File: config.mk
export PLATFORM = sky130hd
export DESIGN_NAME = aac_adc_ctrl
export DESIGN_NICKNAME = d
export VERILOG_FILES = /design/src/shared/aac_pkg.sv /design/src/hw/aac_adc_ctrl.sv
export SDC_FILE = /design/constraint.sdc
export NUM_CORES = 1
export LEC_CHECK = 0
export BUFFER_PORTS_ARGS = -buffer_cell sky130_fd_sc_hd__buf_2
export CORE_UTILIZATION = 40
export CTS_BUF_LIST = sky130_fd_sc_hd__clkbuf_8
export DETAILED_ROUTE_END_ITERATION = 12
export SYNTH_ARGS = -nofsm -noshare
export SYNTH_HDL_FRONTEND = slang
export SYNTH_SLANG_ARGS = --single-unit
File: constraint.sdc
create_clock -name ref_clk -period 7.3 [get_ports ref_clk]
set_input_delay 0.73 -clock ref_clk [delete_from_list [all_inputs] [get_ports ref_clk]]
set_output_delay 0.73 -clock ref_clk [all_outputs]
set_load 0.01 [all_outputs]
File: src/shared/aac_pkg.sv
/*
 * Constants of the converter sequencer: register map, field layout,
 * reset values and conversion timing.
 * Assumes a 32-bit Avalon-MM slave with byte addresses, one word each.
 */
`default_nettype none

package aac_pkg;

   // Register byte offsets
   localparam logic [4:0] AAC_OFS_CTRL0  = 5'h00;
   localparam logic [4:0] AAC_OFS_CTRL1  = 5'h04;
   localparam logic [4:0] AAC_OFS_ANCFG  = 5'h08;
   localparam logic [4:0] AAC_OFS_DIR    = 5'h0c;
   localparam logic [4:0] AAC_OFS_PORT   = 5'h10;
   localparam logic [4:0] AAC_OFS_RESULT = 5'h14;
   localparam logic [4:0] AAC_OFS_STATUS = 5'h18;
   localparam logic [4:0] AAC_OFS_MASK   = 5'h1c;

   // Field positions
   localparam int AAC_GO_BIT     = 0;
   localparam int AAC_CHS_LSB    = 2;
   localparam int AAC_CONV_CLK_SEL_LSB   = 0;
   localparam int AAC_ACQ_TIME_SEL_LSB   = 3;
   localparam int AAC_MODE12_BIT = 7;
   localparam int AAC_DONE_BIT   = 0;

   // Widths and reset values
   localparam int              AAC_NPIN      = 13;
   localparam logic [12:0]     AAC_ANCFG_RST = 13'h1fff;
   localparam logic [12:0]     AAC_DIR_RST   = 13'h1fff;
   localparam logic [2:0]      AAC_ACQ_TIME_SEL_RST  = 3'h0;
   localparam logic [2:0]      AAC_CONV_CLK_SEL_RST  = 3'h0;

   // Conversion length in bit periods and first trial bit per mode
   localparam logic [3:0]  AAC_TADS_10B = 4'd11;
   localparam logic [3:0]  AAC_TADS_12B = 4'd13;
   localparam logic [11:0] AAC_MSB_10B  = 12'h0200;
   localparam logic [11:0] AAC_MSB_12B  = 12'h0800;

   typedef enum logic [1:0] {AAC_IDLE, AAC_ACQ, AAC_CONV} aac_state_t;

   // Bit period in oscillator cycles; zero means the RC source
   function automatic logic [6:0] aac_tad_div(input logic [2:0] sel);
      case (sel)
         3'h0: aac_tad_div = 7'd2;
         3'h4: aac_tad_div = 7'd4;
         3'h1: aac_tad_div = 7'd8;
         3'h5: aac_tad_div = 7'd16;
         3'h2: aac_tad_div = 7'd32;
         3'h6: aac_tad_div = 7'd64;
         default: aac_tad_div = 7'd0;
      endcase
   endfunction : aac_tad_div

   // Programmed acquisition length in bit periods
   function automatic logic [4:0] aac_acq_tads(input logic [2:0] sel);
      case (sel)
         3'h1: aac_acq_tads = 5'd2;
         3'h2: aac_acq_tads = 5'd4;
         3'h3: aac_acq_tads = 5'd6;
         3'h4: aac_acq_tads = 5'd8;
         3'h5: aac_acq_tads = 5'd12;
         3'h6: aac_acq_tads = 5'd16;
         3'h7: aac_acq_tads = 5'd20;
         default: aac_acq_tads = 5'd0;
      endcase
   endfunction : aac_acq_tads

endpackage : aac_pkg

`default_nettype wire

File: src/hw/aac_adc_ctrl.sv
/*
 * Acquisition and conversion sequencer of a successive-approximation
 * converter, with its register file, analog pin control and interrupt.
 * Assumes an external mux, hold switch, DAC and comparator driven by
 * channelSel, holdConnect and dacCode, and a free-running RC clock pin.
 */
// Notes on behaviour
// - Acquisition field zero: convert bit stops sampling and converts at once.
// - Acquisition field nonzero: keep sampling for that period, then convert.
// - At conversion end clear convert bit, set done flag, resume sampling.
// - No status separates acquisition from conversion; convert bit stays set.
// - Hold capacitor disconnected from the pin for the whole conversion.
// - Conversion takes 11 bit periods at 10 bits, 13 at 12 bits.
// - Clock select picks 2/4/8/16/32/64 oscillator periods or RC.
// - Conversion ignores analog-config and direction bits; converts selected level.
// - An output-configured analog pin converts its own driven level.
// - Port reads return zero for every analog-configured pin.
`timescale 1ns/1ps
`default_nettype none

module aac_adc_ctrl
   import aac_pkg::*;
(
   input  wire logic              ref_clk,
   input  wire logic              rst_b,
   input  wire logic [4:0]        avs_address,
   input  wire logic              avs_read,
   input  wire logic              avs_write,
   input  wire logic [31:0]       avs_writedata,
   output logic      [31:0]       avs_readdata,
   output logic                   avs_waitrequest,
   input  wire logic              rcClkIn,
   input  wire logic              compHigh,
   input  wire logic [12:0]       pinIn,
   output logic      [12:0]       pinOut,
   output logic      [12:0]       pinOe,
   output logic      [3:0]        channelSel,
   output logic                   holdConnect,
   output logic      [11:0]       dacCode,
   output logic                   irq
);

   aac_state_t  state;
   aac_state_t  next_state;
   logic        compS1;
   logic        rcS1;
   logic        rcS2;
   logic        rcS3;
   logic [12:0] pinS1;
   logic [12:0] pinS2;
   logic        goBit;
   logic        next_goBit;
   logic [2:0]  clkSel;
   logic [2:0]  next_clkSel;
   logic [2:0]  acqSel;
   logic [2:0]  next_acqSel;
   logic        mode12;
   logic        next_mode12;
   logic [12:0] anaCfg;
   logic [12:0] next_anaCfg;
   logic [12:0] pinDir;
   logic [12:0] next_pinDir;
   logic [12:0] next_pinOut;
   logic [3:0]  next_channelSel;
   logic        doneFlag;
   logic        next_doneFlag;
   logic        doneMask;
   logic        next_doneMask;
   logic [11:0] result;
   logic [11:0] next_result;
   logic [31:0] next_readdata;
   logic        next_waitrequest;
   logic [6:0]  divCnt;
   logic [6:0]  next_divCnt;
   logic [3:0]  tadCnt;
   logic [3:0]  next_tadCnt;
   logic [4:0]  acqCnt;
   logic [4:0]  next_acqCnt;
   logic [11:0] bitMask;
   logic [11:0] next_bitMask;
   logic [11:0] next_dacCode;
   logic        next_holdConnect;
   logic        wrAcc;
   logic        goWrite;
   logic        tadTick;
   logic        doneEv;
   logic [6:0]  tadDiv;

   // Pin inputs pass two stages, RC three; logic reads only pinS2 and the RC edge from rcS2 and rcS3.
   // The comparator answers our own registered DAC code, so one register is
   // enough; a second would lag one decision behind at divide-by-two
   always_ff @(posedge ref_clk or negedge rst_b) begin
      if (!rst_b) begin
         compS1 <= 1'b0;
         rcS1   <= 1'b0;
         rcS2   <= 1'b0;
         rcS3   <= 1'b0;
         pinS1  <= '0;
         pinS2  <= '0;
      end else begin
         compS1 <= compHigh;
         rcS1   <= rcClkIn;
         rcS2   <= rcS1;
         rcS3   <= rcS2;
         pinS1  <= pinIn;
         pinS2  <= pinS1;
      end
   end

   // A write takes effect at the edge where waitrequest is seen low
   assign wrAcc   = avs_write & ~avs_waitrequest;
   assign goWrite = wrAcc && (avs_address == AAC_OFS_CTRL0)
                    && avs_writedata[AAC_GO_BIT];

   // Bus answer, configuration registers and flags
   always_comb begin
      next_waitrequest = !((avs_read || avs_write) && avs_waitrequest);
      next_readdata    = avs_readdata;
      next_clkSel      = clkSel;
      next_acqSel      = acqSel;
      next_mode12      = mode12;
      next_anaCfg      = anaCfg;
      next_pinDir      = pinDir;
      next_pinOut      = pinOut;
      next_channelSel  = channelSel;
      next_doneMask    = doneMask;
      if (avs_read && avs_waitrequest) begin
         next_readdata = 32'h0000_0000;
         if (avs_address == AAC_OFS_CTRL0) begin
            next_readdata[AAC_GO_BIT] = goBit;
            next_readdata[AAC_CHS_LSB +: 4] = channelSel;
         end else if (avs_address == AAC_OFS_CTRL1) begin
            next_readdata[AAC_CONV_CLK_SEL_LSB +: 3] = clkSel;
            next_readdata[AAC_ACQ_TIME_SEL_LSB +: 3] = acqSel;
            next_readdata[AAC_MODE12_BIT]    = mode12;
         end else if (avs_address == AAC_OFS_ANCFG) begin
            next_readdata[AAC_NPIN-1:0] = anaCfg;
         end else if (avs_address == AAC_OFS_DIR) begin
            next_readdata[AAC_NPIN-1:0] = pinDir;
         end else if (avs_address == AAC_OFS_PORT) begin
            next_readdata[AAC_NPIN-1:0] = pinS2 & ~anaCfg;
         end else if (avs_address == AAC_OFS_RESULT) begin
            next_readdata[11:0] = result;
         end else if (avs_address == AAC_OFS_STATUS) begin
            next_readdata[AAC_DONE_BIT] = doneFlag;
         end else if (avs_address == AAC_OFS_MASK) begin
            next_readdata[AAC_DONE_BIT] = doneMask;
         end
      end
      if (wrAcc) begin
         if (avs_address == AAC_OFS_CTRL0) begin
            next_channelSel = avs_writedata[AAC_CHS_LSB +: 4];
         end else if (avs_address == AAC_OFS_CTRL1) begin
            next_clkSel = avs_writedata[AAC_CONV_CLK_SEL_LSB +: 3];
            next_acqSel = avs_writedata[AAC_ACQ_TIME_SEL_LSB +: 3];
            next_mode12 = avs_writedata[AAC_MODE12_BIT];
         end else if (avs_address == AAC_OFS_ANCFG) begin
            next_anaCfg = avs_writedata[AAC_NPIN-1:0];
         end else if (avs_address == AAC_OFS_DIR) begin
            next_pinDir = avs_writedata[AAC_NPIN-1:0];
         end else if (avs_address == AAC_OFS_PORT) begin
            next_pinOut = avs_writedata[AAC_NPIN-1:0];
         end else if (avs_address == AAC_OFS_MASK) begin
            next_doneMask = avs_writedata[AAC_DONE_BIT];
         end
      end
      // set beats a write-one clear in the same cycle
      next_doneFlag = doneFlag;
      if (wrAcc && (avs_address == AAC_OFS_STATUS)
          && avs_writedata[AAC_DONE_BIT]) begin
         next_doneFlag = 1'b0;
      end
      if (doneEv) begin
         next_doneFlag = 1'b1;
      end
   end

   // bit period from oscillator divider or synchronised RC edge
   assign tadDiv  = aac_tad_div(clkSel);
   assign tadTick = (tadDiv == 7'd0) ? (rcS2 & ~rcS3)
                                     : (divCnt == tadDiv - 7'd1);

   // Sequencer: sampling, acquisition, successive approximation
   always_comb begin
      next_state       = state;
      next_goBit       = goBit;
      next_divCnt      = divCnt + 7'd1;
      next_tadCnt      = tadCnt;
      next_acqCnt      = acqCnt;
      next_bitMask     = bitMask;
      next_dacCode     = dacCode;
      next_holdConnect = holdConnect;
      next_result      = result;
      doneEv           = 1'b0;
      if (tadTick) begin
         next_divCnt = 7'd0;
      end
      case (state)
         AAC_IDLE: begin
            next_holdConnect = 1'b1;
            next_divCnt      = 7'd0;
            if (goWrite) begin
               next_goBit  = 1'b1;
               next_tadCnt = 4'd0;
               next_acqCnt = 5'd0;
               if (acqSel == AAC_ACQ_TIME_SEL_RST) begin
                  next_state       = AAC_CONV;
                  next_holdConnect = 1'b0;
               end else begin
                  next_state = AAC_ACQ;
               end
            end
         end
         AAC_ACQ: begin
            if (tadTick) begin
               next_acqCnt = acqCnt + 5'd1;
               if (acqCnt == aac_acq_tads(acqSel) - 5'd1) begin
                  next_state       = AAC_CONV;
                  next_holdConnect = 1'b0;
               end
            end
         end
         AAC_CONV: begin
            if (tadTick) begin
               next_tadCnt = tadCnt + 4'd1;
               if (tadCnt == 4'd0) begin
                  next_bitMask = mode12 ? AAC_MSB_12B : AAC_MSB_10B;
                  next_dacCode = next_bitMask;
               end else begin
                  // Comparator high keeps the trial bit
                  next_dacCode = compS1 ? dacCode : (dacCode & ~bitMask);
                  next_bitMask = bitMask >> 1;
                  if (tadCnt == (mode12 ? AAC_TADS_12B : AAC_TADS_10B) - 4'd1)
                  begin
                     next_result      = next_dacCode;
                     next_goBit       = 1'b0;
                     doneEv           = 1'b1;
                     next_holdConnect = 1'b1;
                     next_state       = AAC_IDLE;
                  end else begin
                     next_dacCode = next_dacCode | next_bitMask;
                  end
               end
            end
         end
         default: begin
            next_state = AAC_IDLE;
         end
      endcase
   end

   // All state and outputs registered
   always_ff @(posedge ref_clk or negedge rst_b) begin
      if (!rst_b) begin
         state           <= AAC_IDLE;
         goBit           <= 1'b0;
         clkSel          <= AAC_CONV_CLK_SEL_RST;
         acqSel          <= AAC_ACQ_TIME_SEL_RST;
         mode12          <= 1'b0;
         anaCfg          <= AAC_ANCFG_RST;
         pinDir          <= AAC_DIR_RST;
         pinOut          <= '0;
         pinOe           <= '0;
         channelSel      <= '0;
         doneFlag        <= 1'b0;
         doneMask        <= 1'b0;
         result          <= '0;
         avs_readdata    <= 32'h0000_0000;
         avs_waitrequest <= 1'b1;
         divCnt          <= '0;
         tadCnt          <= '0;
         acqCnt          <= '0;
         bitMask         <= '0;
         dacCode         <= '0;
         holdConnect     <= 1'b1;
         irq             <= 1'b0;
      end else begin
         state           <= next_state;
         goBit           <= next_goBit;
         clkSel          <= next_clkSel;
         acqSel          <= next_acqSel;
         mode12          <= next_mode12;
         anaCfg          <= next_anaCfg;
         pinDir          <= next_pinDir;
         pinOut          <= next_pinOut;
         // output pins stay driven during conversion
         pinOe           <= ~pinDir;
         channelSel      <= next_channelSel;
         doneFlag        <= next_doneFlag;
         doneMask        <= next_doneMask;
         result          <= next_result;
         avs_readdata    <= next_readdata;
         avs_waitrequest <= next_waitrequest;
         divCnt          <= next_divCnt;
         tadCnt          <= next_tadCnt;
         acqCnt          <= next_acqCnt;
         bitMask         <= next_bitMask;
         dacCode         <= next_dacCode;
         holdConnect     <= next_holdConnect;
         irq             <= doneFlag & doneMask;  // Level, one cycle behind flag
      end
   end

endmodule : aac_adc_ctrl

`default_nettype wire

## Yosys cells after proc, flatten, opt, wreduce, memory -nomap -nowiden

Index checks and enable logic that the tools add are counted.

- Word-level logic and storage cells: 174
- Input bits: 56
- Bits in registers: 166

- Equality and inequality tests: 30
- Multiplexer cells: 62
- Add/subtract/negate cells: 6
- Reduce and logical (&&, ||, !) cells: 31
- Bitwise gates (word level): 17

Operator list:

| cell | count |
|---|---|
| $mux 12 | 6 |
| $pmux 7 s6 | 1 |
| $pmux 5 s7 | 1 |
| $mux 1 | 26 |
| $mux 13 | 2 |
| $not 13->13 | 2 |
| $mux 5 | 5 |
| $eq 3x3->1 const B | 7 |
| $mux 7 | 3 |
| $eq 5x5->1 const B | 4 |
| $reduce_and 6->1 | 3 |
| $mux 2 | 7 |
| $and 13x13->13 | 1 |
| $and 12x12->12 | 1 |
| $mux 4 | 3 |
| $ne 2x2->1 const B | 6 |
| $not 12->12 | 1 |
| $or 12x11->12 | 1 |
| $mux 11 | 1 |
| $eq 5x4->1 const B | 2 |
| $pmux 5 s2 | 1 |
| $reduce_and 5->1 | 2 |
| $eq 3x2->1 const B | 3 |
| $reduce_and 3->1 | 3 |
| 34 further kinds | 54 |

## Longest topological paths before layout

Gate-level depths: netlist (run 1).

- Word-level depth: 12
- Mapped depth: 13
- Mapped depth without buffers: 10

## Least setup slack after synthesis (run 1)

Ideal clock, no wire load.

- Kind: register to register
- Start: register clkSel[0]
- End: register result[9]
- Required time: 7173 ps
- Cell stages (with the launch flop): 11
- Path buffers: 1
- Data arrival time: 2791 ps
- Setup slack: 4382 ps
- Clock period less this slack: 2918 ps
- Cells stage by stage: dfrtp_1 > buf_2 > or3_1 > ha_1 > or4b_1 > o311ai_1 > xor2_1 > a2111oi_4 > o21ai_4 > or2_4 > mux2_1

- Word-level cells in the longest chain between the ends: 6
- Elaborated cells on any way between the ends: 12
- Those cells by class: add/sub (1); eq/ne (6); mux (2); reduce/logical (3)

RTL lines:

| what | line | RTL |
|---|---|---|
| start: declaration | aac_adc_ctrl.sv:53 | `logic [2:0] clkSel;` |
| start signal: assignment | aac_adc_ctrl.sv:280 | `clkSel <= next_clkSel;` |
| $eq 3x3->1 (tied with other cells) | aac_pkg.sv:45 | `case (sel)` |
| $pmux 7 s6 (*) | aac_pkg.sv:45 |  |
| $sub 7x1->7 | aac_adc_ctrl.sv:181 | `: (divCnt == tadDiv - 7'd1);` |
| $eq 7x7->1 | aac_adc_ctrl.sv:181 |  |
| $mux 1 (*) | aac_adc_ctrl.sv:180 | `assign tadTick = (tadDiv == 7'd0) ? (rcS2 & ~rcS3)` |
| $reduce_and 4->1 (no line) (*) | - |  |
| end signal: assignment | aac_adc_ctrl.sv:291 | `result <= next_result;` |
| end: declaration | aac_adc_ctrl.sv:69 | `logic [11:0] result;` |

Every way passes the cells marked *; elsewhere a longest branch is shown, timed or not.
A chain may end at the register's enable or synchronous reset.

## Final worst setup path (run 1)

Same ends and word-level chain as after synthesis.

==> flow_metrics.tcl, run 1 <==
set metrics [dict create \
    io_buffers 94 \
    cts_tree "done" \
    dpl.cell_count 984 \
    grt_pass1_vias 5398 \
    ys_top_cells_by_count "dfrtp_1, nand2_1, o21ai_0" \
    netlist_top_cells_area "dfrtp_1, dfstp_2, mux2_2, nand2_1, o21ai_0" \
    maxSlewViolCount 0 \
    post_cts_buffers 0 \
    yosysMostFrequentCell "dfrtp_1" \
    hold_start "pinS1[9]" \
    layout.cells.non_filler 1016 \
    path_max_fanout 52 \
    cts_hold_buf 0 \
    outcome "finished, violations left" \
    synth-async-reset-ratio_pct 100 \
    end_kind "flop" \
    hold_path_class "flop to flop" \
    yosysUniqueCellTypes 59 \
    r2r_start "clkSel[0]" \
    synth_top_cell_by_area "dfrtp_1" \
    syn_area_per_cell_um2 10.7 \
    num_vias 5441 \
    yosys_warnings 0 \
    drc 12 \
    peakVddDrop_uv 135 \
    synth-seq-area-share_pct 56.4 \
    cts_buffers 17 \
    drt_iter0_markers 406 \
    setup_viol 0 \
    grt_max_degree 112 \
    cp.arrival_ps 4190 \
    grt.total_usage_pct 19.6 \
    synth_seq_cells 166 \
    diodes 0 \
    layout_min_cycle_time_ps 3820 \
    die_x_um 138 \
    io_pins 133 \
    synth_edf_count 0 \
    fill_cells 1662 \
    rsz0062_at_grt "false" \
    routed_via_density 5.36 \
    fin_util_pct 46.2 \
    clockBufferDepth 2 \
    grt_remaining_overflow 0 \
    synthCells 696 \
    first_pass_iters 9 \
    ant_nets 0 \
    worstPathRequired_ps 7660 \
    nNetsFinal 840 \
    worstSkewPairLatency_ps 470 \
    r2r_slack_ps 3480 \
    core-area_um2 18100 \
    start_util_pct 41.1 \
    final_hold_viol_count 0 \
    worst_pin_slew_ps 1130 \
    layout_setup_ws_ps 3480 \
    synth_area_um2 7430 \
    clock_sink_count 166 \
    fin_skew_ps 15.5 \
    antenna_found_initial 0 \
    setup.worst_path.start_class "flop" \
    hpwl_mm 12.0 \
    htreeDepth 4 \
    violations "DRC" \
    crit_start "clkSel[0]" \
    cts_root_buffer "clkbuf_8" \
    pre_cts_slack_ps 3500 \
    power_leakage_nw 3.89 \
    areaGrowthSynthToFinish_pct 12.6 \
    p_per_area_nw_per_um2 286 \
    grt_pass1_wl_mm 29.4 \
    drive_above_1_share_pct 25.4 \
    drv_cap 0 \
    avgRoutedWirePerCell_um 17.4 \
    ctsResizeCount 0 \
    synth_top_flop_cell "dfrtp_1" \
    rows 49 \
    tns_ps 0 \
    clk_pin_slew_ps 90 \
    path_class "flop to flop" \
    yosysTopAreaCellShare_pct 46.5 \
    die-area_um2 19100 \
    slew_headroom_pct 24.5 \
    routed_wl_mm 17.7 \
    fmax_mhz 262 \
    period_share_pct 52.4 \
    gp_congestion 0.843 \
    die_h_um 138 \
    fin_hold_ws_ps 353 \
]
state kept, by name (all words and copies together) (netlist names), 4 cells and up:
register      count
channelSel        4
pinOut           13
acqCnt            5
pinS1            13
pinDir           13
result           12
avs_readdata     13
dacCode          12
divCnt            7
pinS2            13
anaCfg           13
tadCnt            4
bitMask          12
pinOe            13
kinds of logic after synthesis:
group                    count (synthesis)  share of synthesized area (%)
AND/OR/NAND/NOR                        193                           12.1
AO/OA/AOI/OAI                          184                           16.0
flip-flops                             166                           56.4
buffers and inverters                   86                           5.58
multiplexers                            44                           6.70
XOR/XNOR                                12                           1.41
adder cells (fa/ha/maj)                 10                           1.68
other                                    1                         0.0505
per-layer routing:
metal / up-vias / routed length, um / track usage [%]
met5: - / 0 / 0
met4: 0 / 297 / 5.85
met3: 24 / 772 / 4.92
met2: 161 / 8580 / 32.1
met1: 2708 / 8060 / 25.9
li1: 2548 / - / -
worst paths after layout:
path                       cells past startpoint         endpoint
setup / recovery                               9        result[9]
hold / removal                                 0         pinS2[9]
setup reg to reg                               9        result[9]
hold reg to reg                                0         pinS2[9]
max in group asynchronous                      2  avs_readdata[6]
min in group asynchronous                      1        acqCnt[3]
through the flow:
stage / total power, W / area (um2)
3_5_place_dp: 0.00176 / 7980
4_1_cts: 0.00241 / 8360
3_3_place_gp: 0.00174 / 7980
2_1_floorplan: 0.00157 / 7500
6_report: 0.00240 / 8360
5_1_grt: 0.00254 / 8360
placed cells by master (no fill, tap or decap), types with 9 or more instances in the layout:
master	instances
a21oi_1	29
nor2b_1	11
nand2_1	92
ha_1	10
buf_2	93
a221oi_1	9
o21ai_1	11
dfstp_2	28
conb_1	19
mux2_2	35
clkbuf_8	17
o21ai_0	64
dfrtp_1	138
nor3_1	12
nand3_1	12
a22o_1	11
nor2_1	29
a21o_1	15
inv_1	30
critical path, cell delays in order (launching register included):
cell and delay, ps:
dfrtp_1 500, or3_1 420, ha_1 260, or4b_1 470, o311ai_1 100, xor2_1 280, a2111oi_4 80, o21ai_4 900
or2_4 370, mux2_1 330
power by group:
| part | internal [W] | switching, W | leakage [nW] |
|---|---|---|---|
| Sequential | 0.00106 | 0.0000889 | 2.09 |
| Combinational | 0.000217 | 0.000382 | 1.60 |
| Clock | 0.000279 | 0.000371 | 0.194 |
cell type report:
cell class	count	area [um2]	share of cell area [%]
flip-flops and latches	166	4190	50.1
multi-input cells	462	2890	34.6
repair buffers	98	507	6.06
well taps	229	287	3.43
clock buffers	17	234	2.80
clock inverters	15	145	1.74
inverters	29	109	1.30
(Power assumes the default switching activity.)
==> run 2: changes to the inputs <==
Clock period 7.3 ns to 3.95 ns, I/O delays scaled along.
==> run 2 against run 1 <==
  * The run still ends with DRC left
  * Critical path depth unchanged
  * Via count up 1.2%
  * Cell area up 0.60%
  * Global-route usage about the same
  * Sequential cell count unchanged
  * Die area unchanged
  * Final cell count up 0.20%
  * Combinational power up 89%
  * Clock power up 96%
  * Clock skew down 1.8 ps
  * Critical endpoint is now holdConnect
  * Highest routed layer unchanged
==> flow_metrics.tcl, run 2 (synthesized netlist as in run 1, its figures left out) <==
set metrics [dict create \
    path_class "flop to flop" \
    diodes 0 \
    swShare_pct 34.6 \
    cp_slowest_cell "nor2_1" \
    hold_path_class "primary input to asynchronous set/reset pin" \
    fin_util_pct 46.5 \
    setup_viol 0 \
    fin_hold_ws_ps 33.8 \
    tns_ps 0 \
    layout_min_cycle_time_ps 3470 \
    pwr-share-comb_pct 25.1 \
    first_pass_iters 11 \
    path_max_fanout 14 \
    num_vias 5504 \
    worstPathRequired_ps 4330 \
    fmax_mhz 288 \
    cp_cell_sequence "or3_1 > ha_1 > or4b_1 > o311ai_1 > xor2_1 > a2111oi_4 > nor2_1 > o22ai_1 > mux2_2" \
    worst_pin_slew_ps 920 \
    cts_root_buffer "clkbuf_8" \
    grt_max_degree 100 \
    rows 49 \
    rsz0062_at_grt "false" \
    start_util_pct 41.1 \
    violations "DRC" \
    routed_wl_mm 18.0 \
    io_pins 133 \
    netSwitchingPower_w 0.00156 \
    clockBufferDepth 2 \
    outcome "finished, violations left" \
    clock_sink_count 166 \
    layout_common_cells "dfrtp_1, buf_2, nand2_1" \
    drive_above_1_share_pct 25.7 \
    htreeDepth 4 \
    routed_via_density 5.41 \
    io_buffers 94 \
    cts_tree "done" \
    final_common_cell "dfrtp_1" \
    cts_buffers 17 \
    period_share_pct 87.8 \
    p_int_w 0.00296 \
    cp.arrival_ps 3850 \
    drc 12 \
    final_hold_viol_count 0 \
    end_kind "flop" \
    cts_hold_buf 0 \
    fin_skew_ps 13.7 \
    grt_pass1_vias 5453 \
    maxSlewViolCount 0 \
    finalPower_w 0.00452 \
    placed_area_um2 8000 \
    die_x_um 138 \
    pwr-share-clk_pct 28.2 \
    post_cts_buffers 0 \
    gp_congestion 0.848 \
    slew_headroom_pct 38.4 \
    die_h_um 138 \
    drt_iter0_markers 417 \
    clk_pin_slew_ps 90 \
    worstSkewPairLatency_ps 460 \
    antenna_found_initial 0 \
    die-area_um2 19100 \
    grt_remaining_overflow 0 \
    hpwl_mm 12.5 \
    nNetsFinal 842 \
    p_per_area_nw_per_um2 537 \
    ant_nets 0 \
    areaGrowthSynthToFinish_pct 13.3 \
    final_cell_area_um2 8410 \
    power_leakage_nw 3.91 \
    seqPwrFrac_pct 46.8 \
    slowest_delay_ps 730 \
    grt_pass1_wl_mm 29.4 \
    ctsResizeCount 0 \
    grt.total_usage_pct 19.7 \
    avgRoutedWirePerCell_um 17.7 \
    core-area_um2 18100 \
    setup.worst_path.start_class "flop" \
    peakVddDrop_uv 370 \
    drv_cap 0 \
]
## run 2: cell count changes in the layout (fill, tap and decap cells not counted)
cell        change
inv_1           -1
clkbuf_8        +1
buf_4           +2
bufinv_16       +1
inv_6           -3
clkinv_4        +2
inv_8           +1
clkinvlp_4      -1
## run 2: per-layer routing
metal	vias to the layer above	share of wire [%]	track usage, %
li1	2570	-	-
met1	2740	45	25.4
met3	21	4.1	3.67
met4	0	1.5	6.39
met2	173	50	33.4
met5	-	0	0
## run 2: path summary, 6_finish.rpt
path | from | endpoint | slack, ps | cells past startpoint
max | clkSel[0] | holdConnect | 480 | 9
min | rst_b | acqCnt[4] | 30 | 1
max reg2reg | clkSel[0] | holdConnect | 480 | 9
min reg2reg | pinS1[10] | pinS2[10] | 360 | 0
max in group asynchronous | rst_b | holdConnect | 2880 | 2
min in group ref_clk | compHigh | compS1 | 40 | 1
## run 2: power by group through the flow
stage	sequential, W	clock (W)	combinational (W)
6_report	0.00212	0.00127	0.00113
5_1_grt	0.00215	0.00137	0.00125
4_1_cts	0.00212	0.00131	0.00113
3_5_place_dp	0.00215	0	0.00112
3_3_place_gp	0.00214	0	0.00108
2_1_floorplan	0.00214	0	0.000762
## run 2: through the flow
step / instances / setup WS, ps
3_5_place_dp: 986 / 510
6_report: 1018 / 484
4_1_cts: 1018 / 500
2_1_floorplan: 714 / 1030
3_3_place_gp: 986 / 640
5_1_grt: 1018 / 276
## run 2: area by class of cell
class                           instances  area, um2
Clock buffer                           18        248
Clock inverter                         14        166
Fill cell                            1721       9670
Tap cell                              229        287
Timing Repair Buffer                  100        522
Sequential cell                       166       4190
Multi-Input combinational cell        462       2890
Inverter                               29        109
## run 2: worst max-delay path, delay by kind of cell (launching register included)
kind                     cells  cell delay, ps
AO/OA/AOI/OAI                3             400
XOR/XNOR                     1             280
adder cells (fa/ha/maj)      1             270
flip-flops                   1             500
multiplexers                 1             310
AND/OR/NAND/NOR              3            1640
